**config.mk**
```make
export PLATFORM = sky130hd
export DESIGN_NAME = dlc_regs
export DESIGN_NICKNAME = d
export VERILOG_FILES = /design/src/verilog/dlc_link_config_regs.sv /design/src/verilog/dlc_pkg.sv /design/src/verilog/dlc_regs.sv
export SDC_FILE = /design/constraint.sdc
export NUM_CORES = 1
export LEC_CHECK = 0
export ABC_AREA = 0
export BUFFER_PORTS_ARGS = -buffer_cell sky130_fd_sc_hd__buf_2
export CORE_MARGIN = 2
export CORE_UTILIZATION = 51
export DETAILED_ROUTE_END_ITERATION = 8
export PLACE_DENSITY_LB_ADDON = 0.2
export SYNTH_ARGS = -nofsm -noshare
export SYNTH_HDL_FRONTEND = slang
export SYNTH_SLANG_ARGS = --single-unit
```
**constraint.sdc**
```tcl
create_clock -name mclk -period 2.8 [get_ports mclk]
set_input_delay 0 -clock mclk [delete_from_list [all_inputs] [get_ports mclk]]
set_output_delay 0 -clock mclk [all_outputs]
set_load 0.005 [all_outputs]
```
**src/verilog/dlc_link_config_regs.sv**
```systemverilog
// spare name of the configuration bank; it holds no module, the bank is dlc_regs


```
**src/verilog/dlc_pkg.sv**
```systemverilog
// constants, register map and carrier types of the link configuration bank
// Summary of operation
// - every configuration register is read and written over the AXI4-Lite slave, one clock.
// - a changing status bit reads either old or new value, never a glitch.
// - multi-bit settings reach the core with a toggle telling it to reload.
// - undefined bits are reserved and read back as zero.
// - all registers reset to zero; only offsets are decoded.
// - rate field 0x06, 0x0a, 0x14 select 1.62, 2.7, 5.4 Gbps.
// - lane count is 1, 2 or 4; link uses exactly that many lanes.
// - enhanced framing bit 0 selects enhanced framing symbol sequence.
// - training field 00 off, 01 clock recovery, 10 eq pattern 2, 11 pattern 3.
// - quality field 00 none, 01 D10.2, 10 error rate pattern, 11 PRBS7.
// - scrambler bypass bit 0 sends all symbols unscrambled.
// - soft reset bits 0 to 3 reset video logic of streams 1 to 4.
// - soft reset bit 7 resets AUX logic; the register reads zero.
// - transmit enable zero makes every lane carry stuffing only.
// - stream enable zero sends only VB-ID with no-video flag set.
// - new stream enable takes effect only at a vertical sync boundary.
// - scrambler reset bit 0 forces scrambler reset; register reads zero.
// - multi-stream bit 0 enables multi-stream transport.
// - multi-stream bit 1 is read-only, set when sink payload table updated.
package dlc_pkg;
   localparam int ADDR_W = 12;
   localparam int DATA_W = 32;
   // ------------------------------------------------------------
   // register offsets
   // ------------------------------------------------------------
   localparam logic [ADDR_W-1:0] OFF_RATE = 12'h000;
   localparam logic [ADDR_W-1:0] OFF_LANES = 12'h004;
   localparam logic [ADDR_W-1:0] OFF_EFRAME = 12'h008;
   localparam logic [ADDR_W-1:0] OFF_TRAIN = 12'h00c;
   localparam logic [ADDR_W-1:0] OFF_QUAL = 12'h010;
   localparam logic [ADDR_W-1:0] OFF_SCRBYP = 12'h014;
   localparam logic [ADDR_W-1:0] OFF_SOFTRST = 12'h01c;
   localparam logic [ADDR_W-1:0] OFF_TXEN = 12'h080;
   localparam logic [ADDR_W-1:0] OFF_VIDEN = 12'h084;
   localparam logic [ADDR_W-1:0] OFF_SCRRST = 12'h0c0;
   localparam logic [ADDR_W-1:0] OFF_MST = 12'h0d0;
   // ------------------------------------------------------------
   // field values
   // ------------------------------------------------------------
   localparam logic [7:0] RATE_162 = 8'h06;
   localparam logic [7:0] RATE_270 = 8'h0a;
   localparam logic [7:0] RATE_540 = 8'h14;
   localparam logic [4:0] LANES_1 = 5'h01;
   localparam logic [4:0] LANES_2 = 5'h02;
   localparam logic [4:0] LANES_4 = 5'h04;
   localparam int SR_VID_LSB = 0;
   localparam int SR_VID_N = 4;
   localparam int SR_AUX_BIT = 7;
   localparam int MST_EN_BIT = 0;
   localparam int MST_UPD_BIT = 1;
   localparam logic [1:0] AXI_OKAY = 2'h0;
   localparam logic [1:0] AXI_SLVERR = 2'h2;
   typedef enum logic [1:0] {DLC_TRAIN_OFF, DLC_TRAIN_CR, DLC_TRAIN_EQ2, DLC_TRAIN_EQ3}
      dlc_train_t;
   typedef enum logic [1:0] {DLC_QUAL_NONE, DLC_QUAL_D102, DLC_QUAL_SER, DLC_QUAL_PRBS7}
      dlc_qual_t;
   typedef enum logic [1:0] {DLC_RATE_162, DLC_RATE_270, DLC_RATE_540, DLC_RATE_BAD}
      dlc_rate_t;
   // settings handed to the link core as one word
   typedef struct packed {
      logic [7:0] rate_code;
      dlc_rate_t rate_sel;
      logic rate_valid;
      logic [4:0] lane_count;
      logic [3:0] lane_mask;
      logic enh_framing;
      dlc_train_t train;
      dlc_qual_t qual;
      logic scr_bypass;
      logic tx_enable;
      logic mst_enable;
   } dlc_cfg_t;
   // one-cycle reset pulses
   typedef struct packed {
      logic [SR_VID_N-1:0] vid_rst;
      logic aux_rst;
      logic scr_rst;
   } dlc_pulse_t;
endpackage : dlc_pkg

```
**src/verilog/dlc_regs.sv**
```systemverilog
// configuration register bank of the display link source transmitter
`timescale 1ns/100ps
module dlc_regs #(
   parameter bit V12_BUILD = 1'b1
) (
   // clock and reset
   input wire logic mclk,
   input wire logic sys_rst,
   // axi4-lite write address
   input wire logic [dlc_pkg::ADDR_W-1:0] s_axi_awaddr,
   input wire logic s_axi_awvalid,
   output logic s_axi_awready,
   // axi4-lite write data
   input wire logic [dlc_pkg::DATA_W-1:0] s_axi_wdata,
   input wire logic [3:0] s_axi_wstrb,
   input wire logic s_axi_wvalid,
   output logic s_axi_wready,
   // axi4-lite write response
   output logic [1:0] s_axi_bresp,
   output logic s_axi_bvalid,
   input wire logic s_axi_bready,
   // axi4-lite read address
   input wire logic [dlc_pkg::ADDR_W-1:0] s_axi_araddr,
   input wire logic s_axi_arvalid,
   output logic s_axi_arready,
   // axi4-lite read data
   output logic [dlc_pkg::DATA_W-1:0] s_axi_rdata,
   output logic [1:0] s_axi_rresp,
   output logic s_axi_rvalid,
   input wire logic s_axi_rready,
   // status from other domains
   input wire logic vid_vsync,
   input wire logic payload_updated,
   // controls toward the link core
   output dlc_pkg::dlc_cfg_t cfg,
   output logic cfg_toggle,
   output logic stream_enable,
   output logic no_video_flag,
   output dlc_pkg::dlc_pulse_t pulses
);
   import dlc_pkg::*;

   // ------------------------------------------------------------
   // state
   // ------------------------------------------------------------
   typedef struct packed {
      logic aw_held;
      logic [ADDR_W-1:0] aw_addr;
      logic w_held;
      logic [DATA_W-1:0] w_data;
      logic [3:0] w_strb;
      logic bvalid;
      logic [1:0] bresp;
      logic rvalid;
      logic [1:0] rresp;
      logic [DATA_W-1:0] rdata;
      logic [7:0] rate;
      logic [4:0] lanes;
      logic eframe;
      logic [1:0] train;
      logic [1:0] qual;
      logic scr_byp;
      logic tx_en;
      logic vid_en_req;
      logic vid_en;
      logic mst_en;
      logic toggle;
      dlc_pulse_t pulse;
      logic [1:0] vs_sync;
      logic vs_prev;
      logic [1:0] upd_sync;
      dlc_cfg_t cfg;
   } dlc_state_t;

   dlc_state_t st_r;
   dlc_state_t st_nxt;

   // ------------------------------------------------------------
   // decode helpers
   // ------------------------------------------------------------
   function automatic logic known_off(input logic [ADDR_W-1:0] a);
      case (a)
         OFF_RATE, OFF_LANES, OFF_EFRAME, OFF_TRAIN, OFF_QUAL, OFF_SCRBYP,
         OFF_SOFTRST, OFF_TXEN, OFF_VIDEN, OFF_SCRRST, OFF_MST: known_off = 1'b1;
         default: known_off = 1'b0;
      endcase
   endfunction : known_off

   function automatic dlc_rate_t rate_dec(input logic [7:0] code);
      case (code)
         RATE_162: rate_dec = DLC_RATE_162;
         RATE_270: rate_dec = DLC_RATE_270;
         RATE_540: rate_dec = V12_BUILD ? DLC_RATE_540 : DLC_RATE_BAD;
         default: rate_dec = DLC_RATE_BAD;
      endcase
   endfunction : rate_dec

   function automatic logic [3:0] lane_dec(input logic [4:0] n);
      case (n)
         LANES_1: lane_dec = 4'h1;
         LANES_2: lane_dec = 4'h3;
         LANES_4: lane_dec = 4'hf;
         default: lane_dec = 4'h0;
      endcase
   endfunction : lane_dec

   // ------------------------------------------------------------
   // next state
   // ------------------------------------------------------------
   logic do_wr;
   logic do_rd;
   logic [DATA_W-1:0] wd;
   logic cfg_chg;
   logic vs_rise;

   always_comb begin
      st_nxt = st_r;
      do_wr = 1'b0;
      do_rd = 1'b0;
      wd = st_r.w_data;
      cfg_chg = 1'b0;
      // pulses last one cycle only
      st_nxt.pulse = '0;
      // capture address and data independently
      if (s_axi_awvalid && !st_r.aw_held) begin
         st_nxt.aw_held = 1'b1;
         st_nxt.aw_addr = s_axi_awaddr;
      end
      if (s_axi_wvalid && !st_r.w_held) begin
         st_nxt.w_held = 1'b1;
         st_nxt.w_data = s_axi_wdata;
         st_nxt.w_strb = s_axi_wstrb;
      end
      if (st_r.aw_held && st_r.w_held && !st_r.bvalid) begin
         do_wr = 1'b1;
         st_nxt.aw_held = 1'b0;
         st_nxt.w_held = 1'b0;
         st_nxt.bvalid = 1'b1;
         st_nxt.bresp = known_off(st_r.aw_addr) ? AXI_OKAY : AXI_SLVERR;
      end
      if (st_r.bvalid && s_axi_bready) begin
         st_nxt.bvalid = 1'b0;
      end
      // every field sits in byte lane 0
      if (do_wr && st_r.w_strb[0]) begin
         case (st_r.aw_addr)
            OFF_RATE: st_nxt.rate = wd[7:0];
            OFF_LANES: st_nxt.lanes = wd[4:0];
            OFF_EFRAME: st_nxt.eframe = wd[0];
            OFF_TRAIN: st_nxt.train = wd[1:0];
            OFF_QUAL: st_nxt.qual = wd[1:0];
            OFF_SCRBYP: st_nxt.scr_byp = wd[0];
            OFF_SOFTRST: begin
               st_nxt.pulse.vid_rst = wd[SR_VID_LSB +: SR_VID_N];
               st_nxt.pulse.aux_rst = wd[SR_AUX_BIT];
            end
            OFF_TXEN: st_nxt.tx_en = wd[0];
            OFF_VIDEN: st_nxt.vid_en_req = wd[0];
            OFF_SCRRST: st_nxt.pulse.scr_rst = wd[0];
            OFF_MST: st_nxt.mst_en = wd[MST_EN_BIT];
            default: st_nxt.rate = st_r.rate;
         endcase
      end
      // read channel; reserved and write-only bits read zero
      if (s_axi_arvalid && !st_r.rvalid) begin
         do_rd = 1'b1;
         st_nxt.rvalid = 1'b1;
         st_nxt.rresp = known_off(s_axi_araddr) ? AXI_OKAY : AXI_SLVERR;
         st_nxt.rdata = '0;
         case (s_axi_araddr)
            OFF_RATE: st_nxt.rdata[7:0] = st_r.rate;
            OFF_LANES: st_nxt.rdata[4:0] = st_r.lanes;
            OFF_EFRAME: st_nxt.rdata[0] = st_r.eframe;
            OFF_TRAIN: st_nxt.rdata[1:0] = st_r.train;
            OFF_QUAL: st_nxt.rdata[1:0] = st_r.qual;
            OFF_SCRBYP: st_nxt.rdata[0] = st_r.scr_byp;
            OFF_TXEN: st_nxt.rdata[0] = st_r.tx_en;
            OFF_VIDEN: st_nxt.rdata[0] = st_r.vid_en_req;
            OFF_MST: begin
               st_nxt.rdata[MST_EN_BIT] = st_r.mst_en;
               // synchronised bit, single-bit so old or new is read
               st_nxt.rdata[MST_UPD_BIT] = st_r.upd_sync[1];
            end
            default: st_nxt.rdata = '0;
         endcase
      end
      if (st_r.rvalid && s_axi_rready) begin
         st_nxt.rvalid = 1'b0;
      end
      // ------------------------------------------------------------
      // vsync gating of stream enable
      // ------------------------------------------------------------
      st_nxt.vs_sync = {st_r.vs_sync[0], vid_vsync};
      st_nxt.vs_prev = st_r.vs_sync[1];
      st_nxt.upd_sync = {st_r.upd_sync[0], payload_updated};
      vs_rise = st_r.vs_sync[1] && !st_r.vs_prev;
      if (vs_rise) begin
         st_nxt.vid_en = st_r.vid_en_req;
      end
      // ------------------------------------------------------------
      // shadow copy for the core, reloaded on change with a toggle
      // ------------------------------------------------------------
      st_nxt.cfg.rate_code = st_r.rate;
      st_nxt.cfg.rate_sel = rate_dec(st_r.rate);
      st_nxt.cfg.rate_valid = rate_dec(st_r.rate) != DLC_RATE_BAD;
      st_nxt.cfg.lane_count = st_r.lanes;
      st_nxt.cfg.lane_mask = lane_dec(st_r.lanes);
      st_nxt.cfg.enh_framing = st_r.eframe;
      st_nxt.cfg.train = dlc_train_t'(st_r.train);
      if (!V12_BUILD && st_r.train == 2'h3) begin
         st_nxt.cfg.train = DLC_TRAIN_OFF;
      end
      st_nxt.cfg.qual = dlc_qual_t'(st_r.qual);
      st_nxt.cfg.scr_bypass = st_r.scr_byp;
      st_nxt.cfg.tx_enable = st_r.tx_en;
      st_nxt.cfg.mst_enable = st_r.mst_en;
      cfg_chg = st_nxt.cfg != st_r.cfg;
      if (cfg_chg) begin
         st_nxt.toggle = !st_r.toggle;
      end
      if (do_rd && do_wr) begin
         st_nxt.toggle = st_nxt.toggle;
      end
   end

   always_ff @(posedge mclk) begin
      if (sys_rst) begin
         st_r <= '0;
      end else begin
         st_r <= st_nxt;
      end
   end

   // ------------------------------------------------------------
   // outputs
   // ------------------------------------------------------------
   assign s_axi_awready = !st_r.aw_held;
   assign s_axi_wready = !st_r.w_held;
   assign s_axi_bvalid = st_r.bvalid;
   assign s_axi_bresp = st_r.bresp;
   assign s_axi_arready = !st_r.rvalid;
   assign s_axi_rvalid = st_r.rvalid;
   assign s_axi_rresp = st_r.rresp;
   assign s_axi_rdata = st_r.rdata;
   assign cfg = st_r.cfg;
   assign cfg_toggle = st_r.toggle;
   assign stream_enable = st_r.vid_en && st_r.tx_en;
   assign no_video_flag = !st_r.vid_en;
   assign pulses = st_r.pulse;
endmodule : dlc_regs

```
# --- Yosys cells after proc, flatten, opt, wreduce, memory -nomap -nowiden ---
# Index checks and enable logic that the tools add are counted.
word_totals:
  reg_bits: 100
  latch_bits: 0
  mem_bits_rw: 0
  mem_bits_ro: 0
  inputBits: 69
  output_inout_bits: 78
  elab_cells: 117
  memories: 0
classes:
  add_sub_neg: 0
  mul: 0
  div: 0
  magnitude_cmp: 0
  n_eq_ne: 28
  shifts: 0
  mux: 13
  bitwise: 3
  n_reduce_logical: 35
op_table:
  columns: ["operator", "n"]
  rows:
  - ["12-bit by 8-bit equality test with 1-bit output (second input constant)", 8]
  - ["12-bit by 5-bit equality test with 1-bit output (second input constant)", 6]
  - ["12-bit by 4-bit equality test with 1-bit output (second input constant)", 4]
  - ["28-bit != test", 1]
  - ["12-bit by 3-bit equality test with 1-bit output (second input constant)", 2]
  - ["12-bit zero test", 2]
  - ["11-bit OR reduction", 2]
  - ["2-bit AND reduction", 9]
  - ["4-bit one-hot mux with 3 select lines", 1]
  - ["1-bit logical AND", 10]
  - ["1-bit one-hot mux with 9 select lines", 1]
  - ["8-bit by 3-bit equality test with 1-bit output (second input constant)", 1]
  - ["8-bit by 4-bit equality test with 1-bit output (second input constant)", 1]
  - ["8-bit by 5-bit equality test with 1-bit output (second input constant)", 1]
  - ["1-bit zero test", 7]
  - ["2-bit one-hot mux with 3 select lines", 1]
  - ["3-bit one-hot mux with 2 select lines", 1]
  - ["2-bit OR reduction", 3]
  - ["3-bit OR reduction", 2]
  - ["5-bit by 1-bit equality test with 1-bit output (second input constant)", 1]
  - ["5-bit by 2-bit equality test with 1-bit output (second input constant)", 1]
  - ["5-bit by 3-bit equality test with 1-bit output (second input constant)", 1]
  - ["1-bit 2-to-1 mux", 5]
  - ["1-bit one-hot mux with 5 select lines", 1]
  - ["other kinds (4)", 7]

# --- Logic depth before layout (Yosys ltp) ---
# Gate-level depths: netlist of run 1.
depth:
  word_depth: 6
  ltp_mapped: 7
  ltp_nobuf: 6

# --- Worst setup path before layout of run 1 ---
# OpenSTA, ideal clock, no wires.
synth_timing:
  kind: "register to register"
  from: "reg st_r[146] (netlist bit)"
  to: "reg st_r, in the netlist st_nxt[21]"
  setup_ps: 128
  arrival_ps: 2074
  required_time_ps: 2672
  slack_ps: 598
  stages_incl_launch_ff: 8
  n_path_buf: 2
  path_cell_list: "dfxtp_1 > or4_1 > or4_1 > clkbuf_1 > or3_1 > buf_6 > mux2i_1 > nor2_1"
synth_between:
  elab_chain_len: 2
synth_rtl:
  columns: ["item", "line", "rtl"]
  rows:
  - ["start, declared", "dlc_regs.sv:75", "dlc_state_t st_r;"]
  - ["start signal, assigned", "dlc_regs.sv:230", "st_r <= st_nxt;"]
  - ["12-bit zero test", "dlc_regs.sv:146", "case (st_r.aw_addr)"]
  - ["2-bit AND reduction (no source line)", null, null]
# Every way passes these cells.
# A chain may end at the register's enable or synchronous reset.

# --- Final worst setup path of run 1 ---
# Same ends and word-level chain as after synthesis.

==> impl_metrics.env, run 1 <==
export IMPL_initial_utilization=0.525
export IMPL_antenna_found_initial=0
export IMPL_syn_inst=526
export IMPL_grt_max_degree=47
export IMPL_setup_tns_ps=0
export IMPL_worst_r2r_setup_slack_ps=320
export IMPL_die_area_mm2=0.00971
export IMPL_fin_ws_ps=322
export IMPL_final_min_clock_period_ps=2480
export IMPL_wirelength_um=9660
export IMPL_relSlewSlack=0.439
export IMPL_fmax_mhz=404
export IMPL_placed_area_mm2=0.00464
export IMPL_ys_async_sr_fraction=0
export IMPL_syn_cell_area_mm2=0.00456
export IMPL_drt_iter0_drc=158
export IMPL_status="completed"
export IMPL_drc=0
export IMPL_min_period_over_period=0.885
export IMPL_ys_ff_latch=97
export IMPL_required_ps=3020
export IMPL_grt_pass1_wl_um=15700
export IMPL_crit_start="st_r[146]"
export IMPL_cts_htree_levels=3
export IMPL_num_io_pins=147
export IMPL_ys_seq_area_frac=0.426
export IMPL_cts_tree="built"
export IMPL_cts_buffers=9
export IMPL_clkSinkCount=97
export IMPL_hpwlAfterDp_um=6890
export IMPL_design_area_mm2=0.00513
export IMPL_ir_drop_mv=0.316
export IMPL_yosys_warnings=0
export IMPL_fp_row_count=34
export IMPL_skew_ps=6.75
export IMPL_tightest_slew_ps=841
export IMPL_path_clk_slew_ps=90
export IMPL_reg2reg_from="st_r[146]"
export IMPL_ys_types=47
export IMPL_syn_avg_cell_area_um2=8.67
export IMPL_worstReg2RegEnd="st_nxt[21]"
export IMPL_min_path_type="in2reg"
export IMPL_cap_violations=0
export IMPL_globalRouteOverflowTotal=0
export IMPL_grt_setup_unrepaired="false"
export IMPL_dp_slack_ps=307
export IMPL_grt_pass1_vias=3340
export IMPL_fin_nets=658
export IMPL_synth_edff_count=0
export IMPL_portBuffers=93
export IMPL_ant_nets=0
export IMPL_first_pass_iters=4
export IMPL_path_max_fanout=8
export IMPL_path_class="reg2reg"
export IMPL_cts_resized=0
export IMPL_vias=3556
export IMPL_p_total_mw=2.62
export IMPL_setup_viol=0
export IMPL_worstSkewPairLatency_ps=360
export IMPL_syn2layout_area_growth_pct=12.5
export IMPL_cp_start_kind="flip-flop"
export IMPL_cp_endpoint="st_nxt[21]"
export IMPL_p_leak_nw=2.23
export IMPL_timing_hold_ws_ps=55.9
export IMPL_cts_root_buf="clkbuf_8"
export IMPL_ctsLongestPathBuffers=2
export IMPL_track_usage=0.202
export IMPL_via_per_inst=5.07
export IMPL_place_gp_congestion=0.833
export IMPL_synth_flop_cell="dfxtp_1"
export IMPL_r2r_worst_path_cells=5
export IMPL_core_area_mm2=0.00868
export IMPL_worstPathArrival_ps=2700
export IMPL_routedWlPerCell_um=13.8
export IMPL_drive_gt1_frac=0.204
export IMPL_end_kind="flip-flop"
export IMPL_die_w_um=98.5
export IMPL_drv_slew=0
export IMPL_post_cts_buffers=0
export IMPL_timing_final_hold_violations=0
export IMPL_p_per_area_mw_per_mm2=511
export IMPL_diodes=0
export IMPL_dieHeight_um=98.5
cell usage after synthesis, types with 8 or more instances:
cell / instances / area (um2)
dfxtp_1: 97 / 1940
nor3_1: 18 / 90.1
xnor2_1: 23 / 201
buf_4: 70 / 526
nor2b_1: 32 / 200
and2_1: 8 / 50.1
nand2_1: 59 / 221
mux2i_1: 25 / 250
clkbuf_1: 22 / 82.6
nor2_1: 50 / 188
a21oi_1: 31 / 155
cells by family after synthesis:
logic type	count (synthesis)	synth area share
AND/OR/NAND/NOR	212	0.235
buffers and inverters	103	0.144
flip-flops	97	0.426
AO/OA/AOI/OAI	59	0.0782
multiplexers	29	0.0681
XOR/XNOR	25	0.0480
other	1	0.000823
power breakdown:
group / internal (mW) / total, mW / switching [mW]
clock network: 0.499 / 0.967 / 0.468
registers: 1.41 / 1.44 / 0.0284
logic: 0.0955 / 0.212 / 0.116
total: 2.01 / 2.62 / 0.613
routing by layer:
| layer | wire (um) | up-vias | track usage |
|---|---|---|---|
| met5 | 0 | - | 0 |
| met4 | 216 | 0 | 0.0864 |
| met3 | 424 | 18 | 0.0418 |
| met2 | 4730 | 96 | 0.339 |
| met1 | 4290 | 1650 | 0.251 |
| li1 | - | 1792 | - |
worst min-delay path by stage:
stage	to	slack, ps	from	cells past startpoint
floorplan	st_nxt[29]	130	payload_updated	1
global placement	st_nxt[32]	210	vid_vsync	2
detailed placement	st_nxt[32]	210	vid_vsync	2
CTS	s_axi_rdata[1]	20	s_axi_araddr[5]	4
global route	s_axi_rdata[1]	70	s_axi_araddr[5]	4
finish	s_axi_rdata[1]	60	s_axi_araddr[5]	4
area by class of cell:
| class | instances | area (um2) |
|---|---|---|
| Multi-Input combinational cell | 351 | 2050 |
| Clock inverter | 6 | 82.6 |
| Inverter | 7 | 26.3 |
| Tap cell | 108 | 135 |
| Clock buffer | 10 | 128 |
| Sequential cell | 97 | 1940 |
| Timing Repair Buffer | 123 | 761 |
| Fill cell | 798 | 3550 |
registers in the layout (all words and copies together) (netlist names), 6 cells and up:
register     cells
pulses           6
cfg             27
wd               8
s_axi_rdata      8
st_nxt          24
st_r            19
worst max-delay path: stages, from the launching register on:
cell and delay (ps):
dfxtp_1 320, or4_1 550, or4_1 580, or3_1 610, mux2i_1 230, nor2_1 50
cell usage in the layout, fill, tap and decap left out, types with 3 or more instances in the layout:
cell type	netlist	routed
nor3_1	18	18
nor4_1	7	7
a211oi_1	3	3
or2_2	4	4
nand2b_1	3	3
nand4_1	7	7
clkinv_2	0	3
conb_1	1	26
inv_1	7	7
buf_2	0	93
xnor2_1	23	23
dlygate4sd3_1	0	28
clkbuf_8	0	9
nand3_1	6	6
nor3b_1	3	3
or3_1	3	3
nand2_1	59	59
o21ai_0	7	7
a22oi_1	7	7
and2_1	8	8
nor2b_1	32	32
nor2_1	50	50
dfxtp_1	97	97
mux2_2	3	3
mux2i_1	25	25
a21oi_1	31	31
through the flow:
step                       util  std cells
final                     0.591        702
after global routing      0.591        702
after CTS                 0.591        702
after detailed placement  0.534        658
after global placement    0.534        658
after floorplan               -        551
repair_timing:
action | in CTS | in global routing
hold endpoints to repair | 28 | 0
setup endpoints to repair | 0 | 0
hold buffers | 28 | 0
No activity file was read; power rests on OpenSTA's default activity.
==> run 2: changes to the inputs <==
--- a/config.mk
+++ b/config.mk
@@ -9,6 +9,7 @@
 export BUFFER_PORTS_ARGS = -buffer_cell sky130_fd_sc_hd__buf_2
 export CORE_MARGIN = 2
 export CORE_UTILIZATION = 51
+export CTS_BUF_LIST = sky130_fd_sc_hd__clkbuf_8 sky130_fd_sc_hd__clkbuf_16
 export DETAILED_ROUTE_END_ITERATION = 8
 export PLACE_DENSITY_LB_ADDON = 0.2
 export SYNTH_ARGS = -nofsm -noshare
==> run 2 against run 1 <==
First-iteration DRC count unchanged. Sequential cell count is the same. Final area is the same.
==> impl_metrics.env, run 2 (synthesis results as in run 1) <==
export IMPL_status="completed"
export IMPL_die_w_um=98.5
export IMPL_layout_commonest_cell="dfxtp_1"
export IMPL_cts_root_buf="clkbuf_8"
export IMPL_worstReg2RegEnd="st_nxt[21]"
export IMPL_p_leak_nw=2.24
export IMPL_cts_tree="built"
export IMPL_grt_max_degree=47
export IMPL_required_ps=3020
export IMPL_crit_slowest_cell="or3_1"
export IMPL_place_gp_congestion=0.833
export IMPL_clkSinkCount=97
export IMPL_ir_drop_mv=0.316
export IMPL_initial_utilization=0.525
export IMPL_cp_start_kind="flip-flop"
export IMPL_syn2layout_area_growth_pct=12.5
export IMPL_min_path_type="in2reg"
export IMPL_antenna_found_initial=0
export IMPL_r2r_worst_path_cells=5
export IMPL_grt_pass1_vias=3340
export IMPL_setup_viol=0
export IMPL_drt_iter0_drc=158
export IMPL_post_cts_buffers=0
export IMPL_tightest_slew_ps=841
export IMPL_fmax_mhz=404
export IMPL_setup_tns_ps=0
export IMPL_p_per_area_mw_per_mm2=510
export IMPL_diodes=0
export IMPL_cap_violations=0
export IMPL_worst_hold_path_num_cells=4
export IMPL_cts_htree_levels=3
export IMPL_timing_final_hold_violations=0
export IMPL_ctsLongestPathBuffers=2
export IMPL_routedWlPerCell_um=13.8
export IMPL_cts_resized=0
export IMPL_portBuffers=93
export IMPL_vias=3556
export IMPL_worst_r2r_setup_slack_ps=320
export IMPL_dieHeight_um=98.5
export IMPL_layout_common_cells="dfxtp_1, buf_2, nand2_1, nor2_1, nor2b_1"
export IMPL_min_to="s_axi_rdata[1]"
export IMPL_crit_path_max_incr_delay_ps=610
export IMPL_path_max_fanout=8
export IMPL_wirelength_um=9660
export IMPL_hpwlAfterDp_um=6890
export IMPL_largest_reg_flops=27
export IMPL_cts_buffers=9
export IMPL_worstSkewPairLatency_ps=360
export IMPL_ant_nets=0
export IMPL_relSlewSlack=0.439
export IMPL_globalRouteOverflowTotal=0
export IMPL_reg2reg_from="st_r[146]"
export IMPL_num_io_pins=147
export IMPL_crit_chain="or4_1 -> or4_1 -> or3_1 -> mux2i_1 -> nor2_1"
export IMPL_worstPathArrival_ps=2700
export IMPL_min_from="s_axi_araddr[5]"
export IMPL_end_kind="flip-flop"
export IMPL_via_per_inst=5.07
export IMPL_min_period_over_period=0.885
export IMPL_core_area_mm2=0.00868
export IMPL_cts_hold_buffers=28
export IMPL_path_class="reg2reg"
export IMPL_final_util=0.591
export IMPL_drv_slew=0
export IMPL_path_clk_slew_ps=90
export IMPL_skew_ps=6.75
export IMPL_track_usage=0.202
export IMPL_cp_num_buf_inv=0
export IMPL_crit_path_frequent_cell="or4_1"
export IMPL_fp_row_count=34
export IMPL_drive_gt1_frac=0.204
export IMPL_drc=0
export IMPL_final_min_clock_period_ps=2480
export IMPL_grt_pass1_wl_um=15700
export IMPL_die_area_mm2=0.00971
export IMPL_first_pass_iters=4
export IMPL_fin_nets=658
export IMPL_crit_family="simple AND/OR/NAND/NOR gates"
export IMPL_grt_setup_unrepaired="false"
==> run 2: cell count changes in the layout (fill, tap and decap cells not counted) <==
cell      previous run  this run
clkbuf_1             1         0
inv_1                7         8
==> run 2: worst min-delay path, delay by kind of cell <==
family	cells	cell delay, ps
AND/OR/NAND/NOR	2	170
buffers and inverters	1	120
AO/OA/AOI/OAI	1	70
==> run 2: worst max path at each step <==
| stage | from | end | slack, ps | depth (start not counted) |
|---|---|---|---|---|
| 2_1_floorplan | st_r[146] | st_nxt[21] | 600 | 7 |
| 3_3_place_gp | st_r[146] | st_nxt[21] | 380 | 5 |
| 3_5_place_dp | st_r[146] | st_nxt[21] | 310 | 5 |
| 4_1_cts | st_r[146] | st_nxt[21] | 280 | 5 |
| 5_1_grt | st_r[146] | st_nxt[21] | 180 | 5 |
| 6_report | st_r[146] | st_nxt[21] | 320 | 5 |
==> run 2: layer usage <==
layer / vias up / global-route usage / share of wire
li1: 1792 / - / -
met1: 1650 / 0.251 / 0.44
met2: 96 / 0.339 / 0.49
met3: 18 / 0.0418 / 0.044
met4: 0 / 0.0864 / 0.022
met5: - / 0 / 0
==> run 2: final cells by class <==
type / count / area [um2]
fill: 798 / 3550
multi-input combinational: 351 / 2050
sequential: 97 / 1940
timing repair buffer: 123 / 761
tap: 108 / 135
clock buffer: 9 / 124
clock inverter: 7 / 86.3
inverter: 7 / 26.3
==> run 2: power breakdown <==
part	switching [mW]	internal, mW	total, mW
Combinational	0.116	0.0955	0.212
Sequential	0.0284	1.41	1.44
Clock	0.468	0.495	0.964
==> run 2: per-stage QoR <==
stage	instance area (um2)	hold slack [ps]	setup slack [ps]	power [mW]	cells
global placement	4640	211	376	1.65	658
CTS	5130	17.1	283	2.64	702
floorplan	4650	128	598	1.62	551
global route	5130	69.8	177	2.73	702
finish	5130	55.9	322	2.61	702
detailed placement	4640	214	307	1.65	658
==> run 3: changes to the inputs <==
--- a/config.mk
+++ b/config.mk
@@ -11,6 +11,7 @@
 export CORE_UTILIZATION = 51
 export CTS_BUF_LIST = sky130_fd_sc_hd__clkbuf_8 sky130_fd_sc_hd__clkbuf_16
 export DETAILED_ROUTE_END_ITERATION = 8
+export HOLD_SLACK_MARGIN = 0.06
 export PLACE_DENSITY_LB_ADDON = 0.2
 export SYNTH_ARGS = -nofsm -noshare
 export SYNTH_HDL_FRONTEND = slang
==> constraint.sdc (replaced) <==
create_clock -name mclk -period 2.32 [get_ports mclk]
set_input_delay 0 -clock mclk [delete_from_list [all_inputs] [get_ports mclk]]
set_output_delay 0 -clock mclk [all_outputs]
set_load 0.005 [all_outputs]
==> run 3 against run 2 <==
Cell count grew 1.7%. Clock power rose by 24%. Critical path type unchanged. Routed wire length increased by 3.5%. Via count increased by 2.2%. Non-clock buffer count grew 13. Sequential power rose by 21%. Register-to-register slack lost 220 ps. Sequential share of layout area fell by 0.97 points. Critical path depth grew 1. Worst hold slack better by 32 ps.
==> impl_metrics.env, run 3 (synthesis results as in run 1) <==
export IMPL_status="completed"
export IMPL_min_from="s_axi_arvalid"
export IMPL_crit_chain="or4_4 -> or4_4 -> a211oi_2 -> nand4_1 -> o31a_1 -> nor3_1"
export IMPL_grt_max_degree=40
export IMPL_antenna_found_initial=0
export IMPL_first_pass_iters=4
export IMPL_worstSkewPairLatency_ps=360
export IMPL_cts_tree="built"
export IMPL_die_area_mm2=0.00971
export IMPL_vias=3633
export IMPL_diodes=0
export IMPL_p_per_area_mw_per_mm2=609
export IMPL_track_usage=0.208
export IMPL_path_max_fanout=4
export IMPL_globalRouteOverflowTotal=0
export IMPL_cp_start_kind="flip-flop"
export IMPL_grt_setup_unrepaired="true"
export IMPL_relSlewSlack=0.507
export IMPL_core_area_mm2=0.00868
export IMPL_min_period_over_period=0.954
export IMPL_end_kind="flip-flop"
export IMPL_place_gp_congestion=0.836
export IMPL_fmax_mhz=452
export IMPL_grt_pass1_vias=3274
export IMPL_ir_drop_mv=0.318
export IMPL_largest_reg_flops=27
export IMPL_drive_gt1_frac=0.219
export IMPL_fp_row_count=34
export IMPL_crit_slowest_cell="or4_4"
export IMPL_syn2layout_area_growth_pct=15.5
export IMPL_p_leak_nw=2.30
export IMPL_crit_path_frequent_cell="or4_4"
export IMPL_design_area_mm2=0.00526
export IMPL_fillers=779
export IMPL_ant_nets=0
export IMPL_timing_final_hold_violations=0
export IMPL_cap_violations=0
export IMPL_path_clk_slew_ps=90
export IMPL_drc=0
export IMPL_hpwlAfterDp_um=7100
export IMPL_cts_buffers=9
export IMPL_skew_ps=10.1
export IMPL_drt_iter0_drc=92
export IMPL_layout_common_cells="dfxtp_1, buf_2, nand2_1, nor2_1, nor2b_1"
export IMPL_cts_htree_levels=3
export IMPL_layout_commonest_cell="dfxtp_1"
export IMPL_clkSinkCount=97
export IMPL_worstPathArrival_ps=2510
export IMPL_crit_start="st_nxt[20]"
export IMPL_crit_family="simple AND/OR/NAND/NOR gates"
export IMPL_setup_tns_ps=0
export IMPL_fin_cells=714
export IMPL_min_path_type="in2reg"
export IMPL_reg2reg_from="st_nxt[20]"
export IMPL_required_ps=2610
export IMPL_placed_area_mm2=0.00470
export IMPL_cts_root_buf="clkbuf_8"
export IMPL_die_w_um=98.5
export IMPL_ctsLongestPathBuffers=2
export IMPL_dp_cells=667
export IMPL_final_min_clock_period_ps=2210
export IMPL_cp_num_buf_inv=0
export IMPL_grt_pass1_wl_um=16100
export IMPL_via_per_inst=5.09
export IMPL_crit_path_max_incr_delay_ps=570
export IMPL_portBuffers=93
export IMPL_routedWlPerCell_um=14.0
export IMPL_path_class="reg2reg"
export IMPL_tightest_slew_ps=738
export IMPL_wirelength_um=10000
export IMPL_num_io_pins=147
export IMPL_drv_slew=0
export IMPL_fin_nets=671
export IMPL_dieHeight_um=98.5
export IMPL_initial_utilization=0.525
export IMPL_setup_viol=0
-- run 3: cell type report --
| type | count | area [um2] | area share |
|---|---|---|---|
| Clock buffer | 10 | 138 | 0.0262 |
| Timing Repair Buffer | 136 | 878 | 0.167 |
| Multi-Input combinational cell | 351 | 2060 | 0.392 |
| Inverter | 7 | 26.3 | 0.00499 |
| Sequential cell | 97 | 1940 | 0.369 |
| Clock inverter | 5 | 80.1 | 0.0152 |
| Tap cell | 108 | 135 | 0.0257 |
-- run 3: metal layers --
layer	part of all wire	track usage	wire length, um
met2	0.49	0.354	4920
met3	0.039	0.0397	393
met1	0.45	0.264	4480
met5	0	0	0
met4	0.020	0.0717	201
-- run 3: worst reg2reg max path: cells and delay by family (launching register included) --
family,cells,cell delay (ps)
simple gates,4,1350
compound gates,2,480
flops,1,320
-- run 3: timing repair --
action	4_1_cts	5_1_grt
setup buffers	0	1
hold buffers	31	0
hold endpoints to repair	30	0
endpoints found under the setup margin	1	8
gates resized for setup	1	1
pin swaps	0	1
-- run 3: worst paths after layout --
check | cells after the start | to | slack, ps
setup / recovery | 6 | cfg_toggle | 110
hold / removal | 4 | s_axi_rdata[0] | 90
setup reg to reg | 6 | cfg_toggle | 110
hold reg to reg | 1 | st_nxt[30] | 440
-- run 3: stage by stage --
| stage | hold slack, ps | setup slack, ps | utilization | power [mW] |
|---|---|---|---|---|
| floorplan | 128 | 118 | - | 1.95 |
| global placement | 213 | 80.7 | 0.542 | 2.00 |
| detailed placement | 219 | -14.1 | 0.542 | 2.00 |
| CTS | 81.0 | 3.01 | 0.604 | 3.23 |
| global route | 92.7 | -7.47 | 0.606 | 3.34 |
| finish | 87.5 | 107 | 0.606 | 3.21 |
-- run 3: report_power, final --
group / internal, mW / switching (mW) / leakage [nW]
registers: 1.70 / 0.0344 / 0.788
clock network: 0.629 / 0.572 / 0.104
logic: 0.124 / 0.145 / 1.41
total: 2.45 / 0.752 / 2.30
